## config.mk

```make
export PLATFORM = sky130hd
export DESIGN_NAME = jtag_debug_access_port
export DESIGN_NICKNAME = d
export VERILOG_FILES = /design/src/jdap_pkg.sv /design/src/jtag_debug_access_port.sv /design/src/trace_msg_tx.sv
export VERILOG_INCLUDE_DIRS = /design/src
export SDC_FILE = /design/constraint.sdc
export NUM_CORES = 1
export LEC_CHECK = 0
export BUFFER_PORTS_ARGS = -buffer_cell sky130_fd_sc_hd__buf_4
export CAP_MARGIN = 0
export CELL_PAD_IN_SITES_DETAIL_PLACEMENT = 1
export CELL_PAD_IN_SITES_GLOBAL_PLACEMENT = 1
export CORE_ASPECT_RATIO = 1.1
export CORE_MARGIN = 8
export CORE_UTILIZATION = 50
export DETAILED_ROUTE_END_ITERATION = 7
export PLACE_DENSITY_LB_ADDON = 0.1
export REMOVE_ABC_BUFFERS = 1
export SLEW_MARGIN = 20
export SYNTH_ARGS = -nofsm -noshare
export SYNTH_HDL_FRONTEND = slang
export SYNTH_SLANG_ARGS = --single-unit
export TNS_END_PERCENT = 20
```

## constraint.sdc

```tcl
create_clock -name sys_clk -period 8.2 [get_ports sys_clk]
set_clock_uncertainty 0.05 [all_clocks]
set_input_delay 0.41 -clock sys_clk [delete_from_list [all_inputs] [get_ports sys_clk]]
set_output_delay 0.41 -clock sys_clk [all_outputs]
set_load 0.005 [all_outputs]
```

## src/jdap_consts.svh

```systemverilog
`ifndef JDAP_CONSTS_SVH
`define JDAP_CONSTS_SVH

`define IR_W 5
`define IR_EXTEST 5'h00
`define IR_IDCODE 5'h01
`define IR_SAMPLE_PRELOAD 5'h02
`define IR_SAMPLE 5'h03
`define IR_HIGHZ 5'h09
`define IR_CLAMP 5'h0c
`define IR_SEL_TRACE 5'h10
`define IR_SEL_CORE 5'h11
`define IR_SEL_TIMEPROC 5'h12
`define IR_SEL_LOCK 5'h13
`define IR_BYPASS 5'h1f
`define IR_CAPTURE 5'h01
`define DR_SH_W 72
`define LEN_BYPASS 7'd1
`define LEN_IDCODE 7'd32
`define LEN_LOCK 7'd64
`define LEN_TRACE 7'd72
`define LEN_CORE 7'd70
`define LEN_TIMEPROC 7'd34
`define TRC_OP_CFG 2'h0
`define TRC_OP_READ 2'h1
`define TRC_OP_WRITE 2'h2
`define CFG_TRACE_EN 0
`define CFG_FULL_PORT 1
`define CFG_WP_TRIG 2
`define CFG_GPIO 3
`define CFG_RESET 6'h00
`define DVB_BYTE 2'h0
`define DVB_HALF 2'h1
`define DVB_WORD 2'h2
`define MESSAGE_START_END_OUT_IDLE 2'h3
`define MESSAGE_START_END_OUT_START 2'h0
`define MESSAGE_START_END_OUT_MID 2'h1
`define MESSAGE_START_END_OUT_END 2'h2
`define MSG_W 36
`define MDO_RESET 12'h001

`endif

```

## src/jdap_pkg.sv

```systemverilog
package jdap_pkg;
	// gray steps along capture-shift-exit1 paths
	typedef enum logic [3:0] {
		TLR = 4'h0, RTI = 4'h1, SEL_DR = 4'h3, CAP_DR = 4'h2,
		SH_DR = 4'h6, EX1_DR = 4'h7, PAUSE_DR = 4'h5, EX2_DR = 4'h4,
		UPD_DR = 4'hc, SEL_IR = 4'hd, CAP_IR = 4'hf, SH_IR = 4'he,
		EX1_IR = 4'ha, PAUSE_IR = 4'hb, EX2_IR = 4'h9, UPD_IR = 4'h8
	} tap_state_t;
endpackage

```

## src/jtag_debug_access_port.sv

```systemverilog
`timescale 1ns/100ps
`default_nettype none
`include "jdap_consts.svh"
module jtag_debug_access_port #(
	parameter int PAD_N = 16,
	parameter logic [31:0] IDCODE_VALUE = 32'h1234_5001 // arbitrary value
) (
	input wire logic sys_clk,
	input wire logic rst_b,
	input wire logic tck,
	input wire logic tms,
	input wire logic tdi,
	input wire logic tap_compliance_enable,
	output logic tdo_out,
	output logic tdo_oe,
	input wire logic [PAD_N-1:0] pad_in,
	input wire logic [PAD_N-1:0] core_pad_out,
	input wire logic [PAD_N-1:0] core_pad_oe,
	output logic [PAD_N-1:0] pad_out,
	output logic [PAD_N-1:0] pad_oe,
	input wire logic [63:0] boot_password,
	output logic censor_lifted,
	input wire logic br_valid,
	input wire logic [1:0] br_type,
	input wire logic [31:0] br_addr,
	input wire logic wp_hit,
	input wire logic event_in_pin,
	input wire logic por_status,
	input wire logic [7:0] gpio_dout,
	output logic [11:0] message_data_out,
	output logic [1:0] message_start_end_out,
	output logic message_clock_out,
	output logic event_out_pin,
	input wire logic cpu_wr_valid,
	input wire logic [31:0] cpu_wr_addr,
	input wire logic [31:0] cpu_wr_data,
	input wire logic [1:0] cpu_wr_size,
	output logic cpu_halt_req,
	output logic mem_req,
	output logic mem_we,
	output logic [31:0] mem_addr,
	output logic [31:0] mem_wdata,
	input wire logic mem_ack,
	input wire logic [31:0] mem_rdata,
	output logic tp_brk_en,
	output logic [31:0] tp_brk_addr,
	output logic tp_step
);
	localparam int SW = 6 + PAD_N;
	logic [SW-1:0] s1_reg, s2_reg;
	logic tck_d_reg, tck_s, tms_s, tdi_s, tce_s, event_in_pin_s, event_in_pin_d_reg, por_s;
	logic [PAD_N-1:0] pad_s;
	logic tck_rise, tck_fall;
	jdap_pkg::tap_state_t state_reg;
	logic [`IR_W-1:0] ir_reg, ir_sh_reg;
	logic [`DR_SH_W-1:0] dr_sh_reg, dr_val;
	logic [6:0] dr_len;
	logic [PAD_N-1:0] bsr_upd_reg;
	logic [5:0] cfg_reg;
	logic [31:0] mem_rdata_reg;
	logic armed_reg;
	logic [3:0] dvb_en_reg, dvb_ne_reg, dvb_hit;
	logic [1:0] dvb_size_reg [4];
	logic [31:0] dvb_addr_reg [4];
	logic [31:0] dvb_val_reg [4];
	logic upd_dr, test_pins;

	// two flops on every pin-side input; only stage two is read
	always_ff @(posedge sys_clk or negedge rst_b) begin
		if (!rst_b) begin
			s1_reg <= '0;
			s2_reg <= '0;
		end else begin
			s1_reg <= {tck, tms, tdi, tap_compliance_enable, event_in_pin, por_status, pad_in};
			s2_reg <= s1_reg;
		end
	end
	assign {tck_s, tms_s, tdi_s, tce_s, event_in_pin_s, por_s, pad_s} = s2_reg;

	// edges of the slow test clock found with the system clock
	always_ff @(posedge sys_clk or negedge rst_b) begin
		if (!rst_b) begin
			tck_d_reg <= 1'b0;
			event_in_pin_d_reg <= 1'b0;
		end else begin
			tck_d_reg <= tck_s;
			event_in_pin_d_reg <= event_in_pin_s;
		end
	end
	assign tck_rise = tck_s & ~tck_d_reg;
	assign tck_fall = ~tck_s & tck_d_reg;
	assign upd_dr = tck_fall && state_reg == jdap_pkg::UPD_DR;

	function automatic jdap_pkg::tap_state_t tap_next(input jdap_pkg::tap_state_t s,
		input logic m);
		unique case (s)
			jdap_pkg::TLR: tap_next = m ? jdap_pkg::TLR : jdap_pkg::RTI;
			jdap_pkg::RTI: tap_next = m ? jdap_pkg::SEL_DR : jdap_pkg::RTI;
			jdap_pkg::SEL_DR: tap_next = m ? jdap_pkg::SEL_IR : jdap_pkg::CAP_DR;
			jdap_pkg::CAP_DR: tap_next = m ? jdap_pkg::EX1_DR : jdap_pkg::SH_DR;
			jdap_pkg::SH_DR: tap_next = m ? jdap_pkg::EX1_DR : jdap_pkg::SH_DR;
			jdap_pkg::EX1_DR: tap_next = m ? jdap_pkg::UPD_DR : jdap_pkg::PAUSE_DR;
			jdap_pkg::PAUSE_DR: tap_next = m ? jdap_pkg::EX2_DR : jdap_pkg::PAUSE_DR;
			jdap_pkg::EX2_DR: tap_next = m ? jdap_pkg::UPD_DR : jdap_pkg::SH_DR;
			jdap_pkg::UPD_DR: tap_next = m ? jdap_pkg::SEL_DR : jdap_pkg::RTI;
			jdap_pkg::SEL_IR: tap_next = m ? jdap_pkg::TLR : jdap_pkg::CAP_IR;
			jdap_pkg::CAP_IR: tap_next = m ? jdap_pkg::EX1_IR : jdap_pkg::SH_IR;
			jdap_pkg::SH_IR: tap_next = m ? jdap_pkg::EX1_IR : jdap_pkg::SH_IR;
			jdap_pkg::EX1_IR: tap_next = m ? jdap_pkg::UPD_IR : jdap_pkg::PAUSE_IR;
			jdap_pkg::PAUSE_IR: tap_next = m ? jdap_pkg::EX2_IR : jdap_pkg::PAUSE_IR;
			jdap_pkg::EX2_IR: tap_next = m ? jdap_pkg::UPD_IR : jdap_pkg::SH_IR;
			jdap_pkg::UPD_IR: tap_next = m ? jdap_pkg::SEL_DR : jdap_pkg::RTI;
		endcase
	endfunction

	// data register length per instruction; unknown codes fall back to bypass
	function automatic logic [6:0] len_of(input logic [`IR_W-1:0] ir);
		unique case (ir)
			`IR_IDCODE: len_of = `LEN_IDCODE;
			`IR_EXTEST, `IR_SAMPLE, `IR_SAMPLE_PRELOAD: len_of = 7'(PAD_N);
			`IR_SEL_TRACE: len_of = `LEN_TRACE;
			`IR_SEL_CORE: len_of = `LEN_CORE;
			`IR_SEL_TIMEPROC: len_of = `LEN_TIMEPROC;
			`IR_SEL_LOCK: len_of = `LEN_LOCK;
			default: len_of = `LEN_BYPASS;
		endcase
	endfunction
	assign dr_len = len_of(ir_reg);
	assign dr_val = dr_sh_reg; // bits above the selected length stay zero

	// compliance enable low holds the port in test-logic-reset
	always_ff @(posedge sys_clk or negedge rst_b) begin
		if (!rst_b) begin
			state_reg <= jdap_pkg::TLR;
		end else if (!tce_s) begin
			state_reg <= jdap_pkg::TLR;
		end else if (tck_rise) begin
			state_reg <= tap_next(state_reg, tms_s);
		end
	end

	// instruction path: capture and shift on rise, update on fall
	always_ff @(posedge sys_clk or negedge rst_b) begin
		if (!rst_b) begin
			ir_reg <= `IR_IDCODE;
			ir_sh_reg <= '0;
		end else if (state_reg == jdap_pkg::TLR) begin
			ir_reg <= `IR_IDCODE;
		end else begin
			if (tck_rise && state_reg == jdap_pkg::CAP_IR)
				ir_sh_reg <= `IR_CAPTURE;
			else if (tck_rise && state_reg == jdap_pkg::SH_IR)
				ir_sh_reg <= {tdi_s, ir_sh_reg[`IR_W-1:1]};
			if (tck_fall && state_reg == jdap_pkg::UPD_IR)
				ir_reg <= ir_sh_reg;
		end
	end

	// one shared shifter; tdi enters at the top of the selected length, so the
	// one-stage bypass echoes tdi a clock later and no realignment is needed
	always_ff @(posedge sys_clk or negedge rst_b) begin
		if (!rst_b) begin
			dr_sh_reg <= '0;
		end else if (tck_rise && state_reg == jdap_pkg::CAP_DR) begin
			dr_sh_reg <= '0;
			unique case (ir_reg)
				`IR_IDCODE: dr_sh_reg[31:0] <= IDCODE_VALUE;
				`IR_EXTEST, `IR_SAMPLE, `IR_SAMPLE_PRELOAD: dr_sh_reg[PAD_N-1:0] <= pad_s;
				`IR_SEL_TRACE: dr_sh_reg <= {2'b00, mem_addr, mem_rdata_reg, cfg_reg};
				`IR_SEL_TIMEPROC: dr_sh_reg[32:0] <= {tp_brk_en, tp_brk_addr};
				default: dr_sh_reg <= '0; // password never reads back
			endcase
		end else if (tck_rise && state_reg == jdap_pkg::SH_DR) begin
			dr_sh_reg <= dr_sh_reg >> 1;
			dr_sh_reg[dr_len - 7'd1] <= tdi_s;
		end
	end

	// data out changes on the falling test clock and floats outside shifts
	always_ff @(posedge sys_clk or negedge rst_b) begin
		if (!rst_b) begin
			tdo_out <= 1'b0;
			tdo_oe <= 1'b0;
		end else if (tck_fall) begin
			tdo_out <= (state_reg == jdap_pkg::SH_IR) ? ir_sh_reg[0] : dr_sh_reg[0];
			tdo_oe <= state_reg == jdap_pkg::SH_IR || state_reg == jdap_pkg::SH_DR;
		end
	end

	// boundary update stage and pad muxing
	assign test_pins = ir_reg == `IR_EXTEST || ir_reg == `IR_CLAMP || ir_reg == `IR_HIGHZ;
	always_ff @(posedge sys_clk or negedge rst_b) begin
		if (!rst_b) begin
			bsr_upd_reg <= '0;
			pad_out <= '0;
			pad_oe <= '0;
		end else begin
			if (upd_dr && (ir_reg == `IR_EXTEST || ir_reg == `IR_SAMPLE_PRELOAD))
				bsr_upd_reg <= dr_val[PAD_N-1:0];
			pad_out <= test_pins ? bsr_upd_reg : core_pad_out;
			pad_oe <= ir_reg == `IR_HIGHZ ? '0 : test_pins ? '1 : core_pad_oe;
		end
	end

	// censorship stays lifted until rst_b; a mismatch leaves it alone
	always_ff @(posedge sys_clk or negedge rst_b) begin
		if (!rst_b)
			censor_lifted <= 1'b0;
		else if (upd_dr && ir_reg == `IR_SEL_LOCK && dr_val[63:0] == boot_password)
			censor_lifted <= 1'b1;
	end

	// trace tap: configuration and run-time memory access; the core is never stalled
	always_ff @(posedge sys_clk or negedge rst_b) begin
		if (!rst_b) begin
			cfg_reg <= `CFG_RESET;
			mem_req <= 1'b0;
			mem_we <= 1'b0;
			mem_addr <= '0;
			mem_wdata <= '0;
			mem_rdata_reg <= '0;
		end else begin
			if (mem_ack && mem_req && !mem_we)
				mem_rdata_reg <= mem_rdata;
			if (upd_dr && ir_reg == `IR_SEL_TRACE) begin
				unique case (dr_val[71:70])
					`TRC_OP_CFG: cfg_reg <= dr_val[5:0];
					`TRC_OP_READ, `TRC_OP_WRITE: begin
						mem_req <= 1'b1;
						mem_we <= dr_val[71:70] == `TRC_OP_WRITE;
						mem_addr <= dr_val[69:38];
						mem_wdata <= dr_val[37:6];
					end
					default: ;
				endcase
			end else if (mem_ack) begin
				mem_req <= 1'b0;
			end
		end
	end

	// time-processor tap: breakpoint setup and a one-cycle step
	always_ff @(posedge sys_clk or negedge rst_b) begin
		if (!rst_b) begin
			tp_brk_en <= 1'b0;
			tp_brk_addr <= '0;
			tp_step <= 1'b0;
		end else begin
			tp_step <= upd_dr && ir_reg == `IR_SEL_TIMEPROC && dr_val[33];
			if (upd_dr && ir_reg == `IR_SEL_TIMEPROC) begin
				tp_brk_en <= dr_val[32];
				tp_brk_addr <= dr_val[31:0];
			end
		end
	end

	// core tap loads one breakpoint slot per update, chosen by its index field
	always_ff @(posedge sys_clk or negedge rst_b) begin
		if (!rst_b) begin
			dvb_en_reg <= '0;
			dvb_ne_reg <= '0;
			for (int i = 0; i < 4; i++) begin
				dvb_size_reg[i] <= `DVB_WORD;
				dvb_addr_reg[i] <= '0;
				dvb_val_reg[i] <= '0;
			end
		end else if (upd_dr && ir_reg == `IR_SEL_CORE) begin
			dvb_en_reg[dr_val[69:68]] <= dr_val[67];
			dvb_ne_reg[dr_val[69:68]] <= dr_val[66];
			dvb_size_reg[dr_val[69:68]] <= dr_val[65:64];
			dvb_addr_reg[dr_val[69:68]] <= dr_val[63:32];
			dvb_val_reg[dr_val[69:68]] <= dr_val[31:0];
		end
	end

	// write match; halt lands a cycle late, so the stop is imprecise
	genvar g;
	generate
		for (g = 0; g < 4; g++) begin : gen_dvb
			logic [31:0] mask;
			assign mask = dvb_size_reg[g] == `DVB_BYTE ? 32'h0000_00ff :
				dvb_size_reg[g] == `DVB_HALF ? 32'h0000_ffff : 32'hffff_ffff;
			assign dvb_hit[g] = dvb_en_reg[g] && cpu_wr_valid && cpu_wr_size == dvb_size_reg[g]
				&& cpu_wr_addr == dvb_addr_reg[g]
				&& (((cpu_wr_data & mask) == (dvb_val_reg[g] & mask)) != dvb_ne_reg[g]);
		end
	endgenerate
	always_ff @(posedge sys_clk or negedge rst_b) begin
		if (!rst_b)
			cpu_halt_req <= 1'b0;
		else
			cpu_halt_req <= |dvb_hit;
	end

	// trigger arming; event out mirrors watchpoint hits unless pins are gpio
	always_ff @(posedge sys_clk or negedge rst_b) begin
		if (!rst_b) begin
			armed_reg <= 1'b0;
			event_out_pin <= 1'b0;
		end else begin
			if (!cfg_reg[`CFG_TRACE_EN])
				armed_reg <= 1'b0;
			else if (wp_hit || (event_in_pin_s && !event_in_pin_d_reg))
				armed_reg <= 1'b1;
			event_out_pin <= cfg_reg[`CFG_GPIO] ? gpio_dout[7] : wp_hit;
		end
	end

	// with trace off, debug runs over the test pins alone
	trace_msg_tx u_trace (
		.sys_clk(sys_clk),
		.rst_b(rst_b),
		.active(cfg_reg[`CFG_TRACE_EN] && (!cfg_reg[`CFG_WP_TRIG] || armed_reg)),
		.full_port(cfg_reg[`CFG_FULL_PORT]),
		.gpio_mode(cfg_reg[`CFG_GPIO]),
		.gpio_dout(gpio_dout[6:0]),
		.por_status(por_s),
		.br_valid(br_valid),
		.br_type(br_type),
		.br_addr(br_addr),
		.message_data_out(message_data_out),
		.message_start_end_out(message_start_end_out),
		.message_clock_out(message_clock_out)
	);
endmodule
`default_nettype wire

```

## src/trace_msg_tx.sv

```systemverilog
`timescale 1ns/100ps
`default_nettype none
`include "jdap_consts.svh"
module trace_msg_tx (
	input wire logic sys_clk,
	input wire logic rst_b,
	input wire logic active,
	input wire logic full_port,
	input wire logic gpio_mode,
	input wire logic [6:0] gpio_dout,
	input wire logic por_status,
	input wire logic br_valid,
	input wire logic [1:0] br_type,
	input wire logic [31:0] br_addr,
	output logic [11:0] message_data_out,
	output logic [1:0] message_start_end_out,
	output logic message_clock_out
);
	logic [`MSG_W-1:0] pend_reg;
	logic pend_valid_reg;
	logic [`MSG_W-1:0] msg_reg;
	logic [3:0] beats_reg;
	logic beat_edge;
	logic [3:0] nbeats;

	assign beat_edge = message_clock_out;
	assign nbeats = full_port ? 4'd3 : 4'd9;

	// one waiting message; a third discontinuity during a busy message overwrites the waiting one
	always_ff @(posedge sys_clk or negedge rst_b) begin
		if (!rst_b) begin
			pend_valid_reg <= 1'b0;
			pend_reg <= '0;
		end else if (br_valid && active) begin
			pend_valid_reg <= 1'b1;
			pend_reg <= {2'b00, br_type, br_addr};
		end else if (beat_edge && beats_reg == 4'd0) begin
			pend_valid_reg <= 1'b0;
		end
	end

	// data changes while the message clock falls, so the tool samples on its rise
	always_ff @(posedge sys_clk or negedge rst_b) begin
		if (!rst_b) begin
			message_data_out <= `MDO_RESET;
			message_start_end_out <= `MESSAGE_START_END_OUT_IDLE;
			message_clock_out <= 1'b0;
			msg_reg <= '0;
			beats_reg <= 4'd0;
		end else if (gpio_mode) begin
			message_data_out <= {8'h00, gpio_dout[3:0]};
			message_start_end_out <= gpio_dout[5:4];
			message_clock_out <= gpio_dout[6];
			beats_reg <= 4'd0;
		end else if (!active) begin
			message_data_out <= {11'h000, por_status};
			message_start_end_out <= `MESSAGE_START_END_OUT_IDLE;
			message_clock_out <= 1'b0;
			beats_reg <= 4'd0;
		end else begin
			message_clock_out <= ~message_clock_out;
			if (beat_edge) begin
				if (beats_reg != 4'd0) begin
					message_data_out <= full_port ? msg_reg[11:0] : {8'h00, msg_reg[3:0]};
					msg_reg <= full_port ? (msg_reg >> 12) : (msg_reg >> 4);
					beats_reg <= beats_reg - 4'd1;
					message_start_end_out <= (beats_reg == 4'd1) ? `MESSAGE_START_END_OUT_END : `MESSAGE_START_END_OUT_MID;
				end else if (pend_valid_reg) begin
					message_data_out <= full_port ? pend_reg[11:0] : {8'h00, pend_reg[3:0]};
					msg_reg <= full_port ? (pend_reg >> 12) : (pend_reg >> 4);
					beats_reg <= nbeats - 4'd1;
					message_start_end_out <= `MESSAGE_START_END_OUT_START;
				end else begin
					message_data_out <= 12'h000;
					message_start_end_out <= `MESSAGE_START_END_OUT_IDLE;
				end
			end
		end
	end
endmodule
`default_nettype wire

```

==> out/metrics.cfg <==
[outcome]
outcome = complete, no violations

[finish]
drive_above_1_share = 0.321
final_cell_count_no_fill = 4030
final_nets = 3406
syn_to_final_growth_pct = 22.7

[floorplanning]
fp.dieW_um = 256
ioPinCount = 416
die_area_um2 = 71900
die-height_um = 280
fp.coreArea_um2 = 63200
initial_utilization = 0.502
placementRows = 97

[synth]
ys_ff_latch = 680
synth.most_common_cell = dfrtp_1
netlist.area_leader.share = 0.529
synth_common_cells = dfrtp_1, mux2_2, nand2_1, xnor2_1, clkbuf_1
yosysSeqAreaShare = 0.536
netlist_area_um2 = 31800
synth_top_area_cell = dfrtp_1
synthCells = 2698
synth-edff-count = 0
synth_warnings = 0
ys.flop_type = dfrtp_1
synth-async-reset-ratio = 1.00
ys_top_cells_by_area = dfrtp_1, mux2_2, xnor2_1
avgSynthCellArea_um2 = 11.8
ys_types = 76

[clock_tree]
cts_setup_buffers = 0
clkSlewWorstSetupHoldPaths_ns = 0.07
root_buffer = clkbuf_16
clk_latency_ns = 0.62
cts_made_buffers = 73
cts_tree = yes
cts_sinks = 680
htreeDepth = 3
clockBufferDepth = 3

[routing]
route.detailed.wl_per_inst_um = 27.7
ant_nets = 0
wl_um = 112000
drc = 0
drt_pass1_iterations = 5
routed_via_density = 5.84
initialDrtViolationCount = 1424
num_vias = 23500

[setup_path]
worstPathRequired_ns = 8.64
worst_setup_path_start_kind = flip-flop
crit_arrival_ns = 4.23
endpoint_kind = flip-flop
critPathKind = reg2reg
critPathMaxFanout = 44

[global_routing]
grt_pass1_wl_um = 169000
antenna_found_initial = 7
gr-usage-all-layers = 0.307
gr-total-overflow = 0
grt_pass1_vias = 26100
grt_start_max_net_pins = 165

[sta]
drv_slew = 0
finalSetupTns_ns = 0
min_period_ns = 3.79
rsz0062_at_grt = false
hold_slack_ns = 0.0528
hold_viol = 0
max_freq_mhz = 264
worst_pin_slew_ns = 1.19
period_share = 0.462
setup_violations = 0
maxSlewHeadroom = 0.197

[power]
power_w = 0.00732
leakagePower_nw = 18.3
peakVddDrop_uv = 152
powerDensity_nw_per_um2 = 188

[placement]
place_inst = 3767
io_buffers = 415
dp_hpwl_um = 75000
routabilityCongestion = 0.865

[flow_run]
drv_cap = 0

[min_path]
hold_class = in2reg

[cells in the final DEF, fill, tap and decap left out, types with 6 or more instances in the layout]
| cell | instances |
|---|---|
| a211oi_1 | 6 |
| a21oi_1 | 109 |
| a22o_1 | 6 |
| a22oi_1 | 42 |
| a31oi_1 | 8 |
| and3_1 | 19 |
| and3b_1 | 11 |
| buf_4 | 435 |
| clkbuf_1 | 18 |
| clkbuf_16 | 73 |
| clkbuf_8 | 15 |
| clkinv_2 | 12 |
| dfrtp_1 | 671 |
| dfstp_2 | 8 |
| dlygate4sd3_1 | 129 |
| ha_1 | 12 |
| inv_1 | 33 |
| mux2_1 | 31 |
| mux2_2 | 433 |
| mux2i_1 | 53 |
| nand2_1 | 210 |
| nand2b_1 | 8 |
| nand3_1 | 28 |
| nand3b_1 | 7 |
| nand4_1 | 58 |
| nor2_1 | 90 |
| nor2b_1 | 9 |
| nor3_1 | 16 |
| nor4_1 | 48 |
| o21a_1 | 17 |
| o21ai_0 | 123 |
| o21ai_1 | 10 |
| o22ai_1 | 9 |
| o31ai_1 | 8 |
| xnor2_1 | 189 |
| xor2_1 | 124 |
[metal layers]
layer,global-route usage,up-vias,wire length (um),share of wire
met4,0.120,6,4350,0.039
li1,-,10300,-,-
met3,0.0512,212,5670,0.051
met1,0.376,12300,44200,0.40
met5,0,-,39,0.00035
met2,0.539,699,57300,0.51
[repair_timing]
action / in CTS / in global routing
hold buffers: 129 / 0
gates resized for setup: 0 / 0
endpoints found under the hold margin: 234 / 0
[critical path, cell delays in order, from the launching register on]
cell and delay (ns):
dfrtp_2 0.95, and2_1 0.30, and3b_1 0.39, and3_1 0.25, nand2_2 0.12, nor2_1 0.18, nand2_2 0.42, buf_4 0.52
mux2_1 0.42
[area by class of cell]
| class | instances | area, um^2 |
|---|---|---|
| tap | 841 | 1050 |
| sequential | 680 | 17000 |
| antenna | 4 | 10.0 |
| fill | 6342 | 24200 |
| multi-input combinational | 1771 | 13700 |
| timing repair buffer | 570 | 4650 |
| inverter | 34 | 130 |
| clock buffer | 106 | 2100 |
| clock inverter | 24 | 287 |
[kinds of logic (layout without fill, tap and decap cells)]
family,after synthesis,after routing,share of synthesized area
DFF,680,680,0.536
and+or+nand+nor,546,546,0.0852
muxes,517,517,0.181
AOI/OAI and AO/OA,383,383,0.0733
xor gates and xnor gates,313,313,0.0863
buffers and inverters,247,734,0.0332
adders and majority gates,12,12,0.00473
other,0,4,0
[power by group]
part	total, W	switching, W	internal [W]
clock	0.00335	0.00141	0.00194
sequential	0.00349	0.0000823	0.00341
combinational	0.000478	0.000253	0.000226
total	0.00732	0.00174	0.00558
[metrics by stage]
| stage | instance area [um^2] | worst slack [ns] | utilization |
|---|---|---|---|
| final | 39000 | 4.41 | 0.617 |
| after global routing | 39000 | 4.22 | 0.616 |
| after CTS | 39000 | 4.41 | 0.616 |
| after detailed placement | 35300 | 4.45 | 0.558 |
| after global placement | 35300 | 4.60 | 0.558 |
| after floorplan | 30800 | 2.46 | - |
[worst paths after layout]
kind	start	to	slack, ns	depth (start not counted)
worst max-delay path	state_reg[2]	dvb_val_reg[79]	4.41	8
worst min-delay path	core_pad_oe[2]	pad_oe[2]	0.05	2
worst max register to register	state_reg[2]	dvb_val_reg[79]	4.41	8
worst min register to register	s1_reg[10]	s2_reg[10]	0.30	0
max in group asynchronous	rst_b	s1_reg[16]	5.94	4
min in group asynchronous	rst_b	dvb_addr_reg[102]	0.41	2
Power figures use the tool's default switching activity.
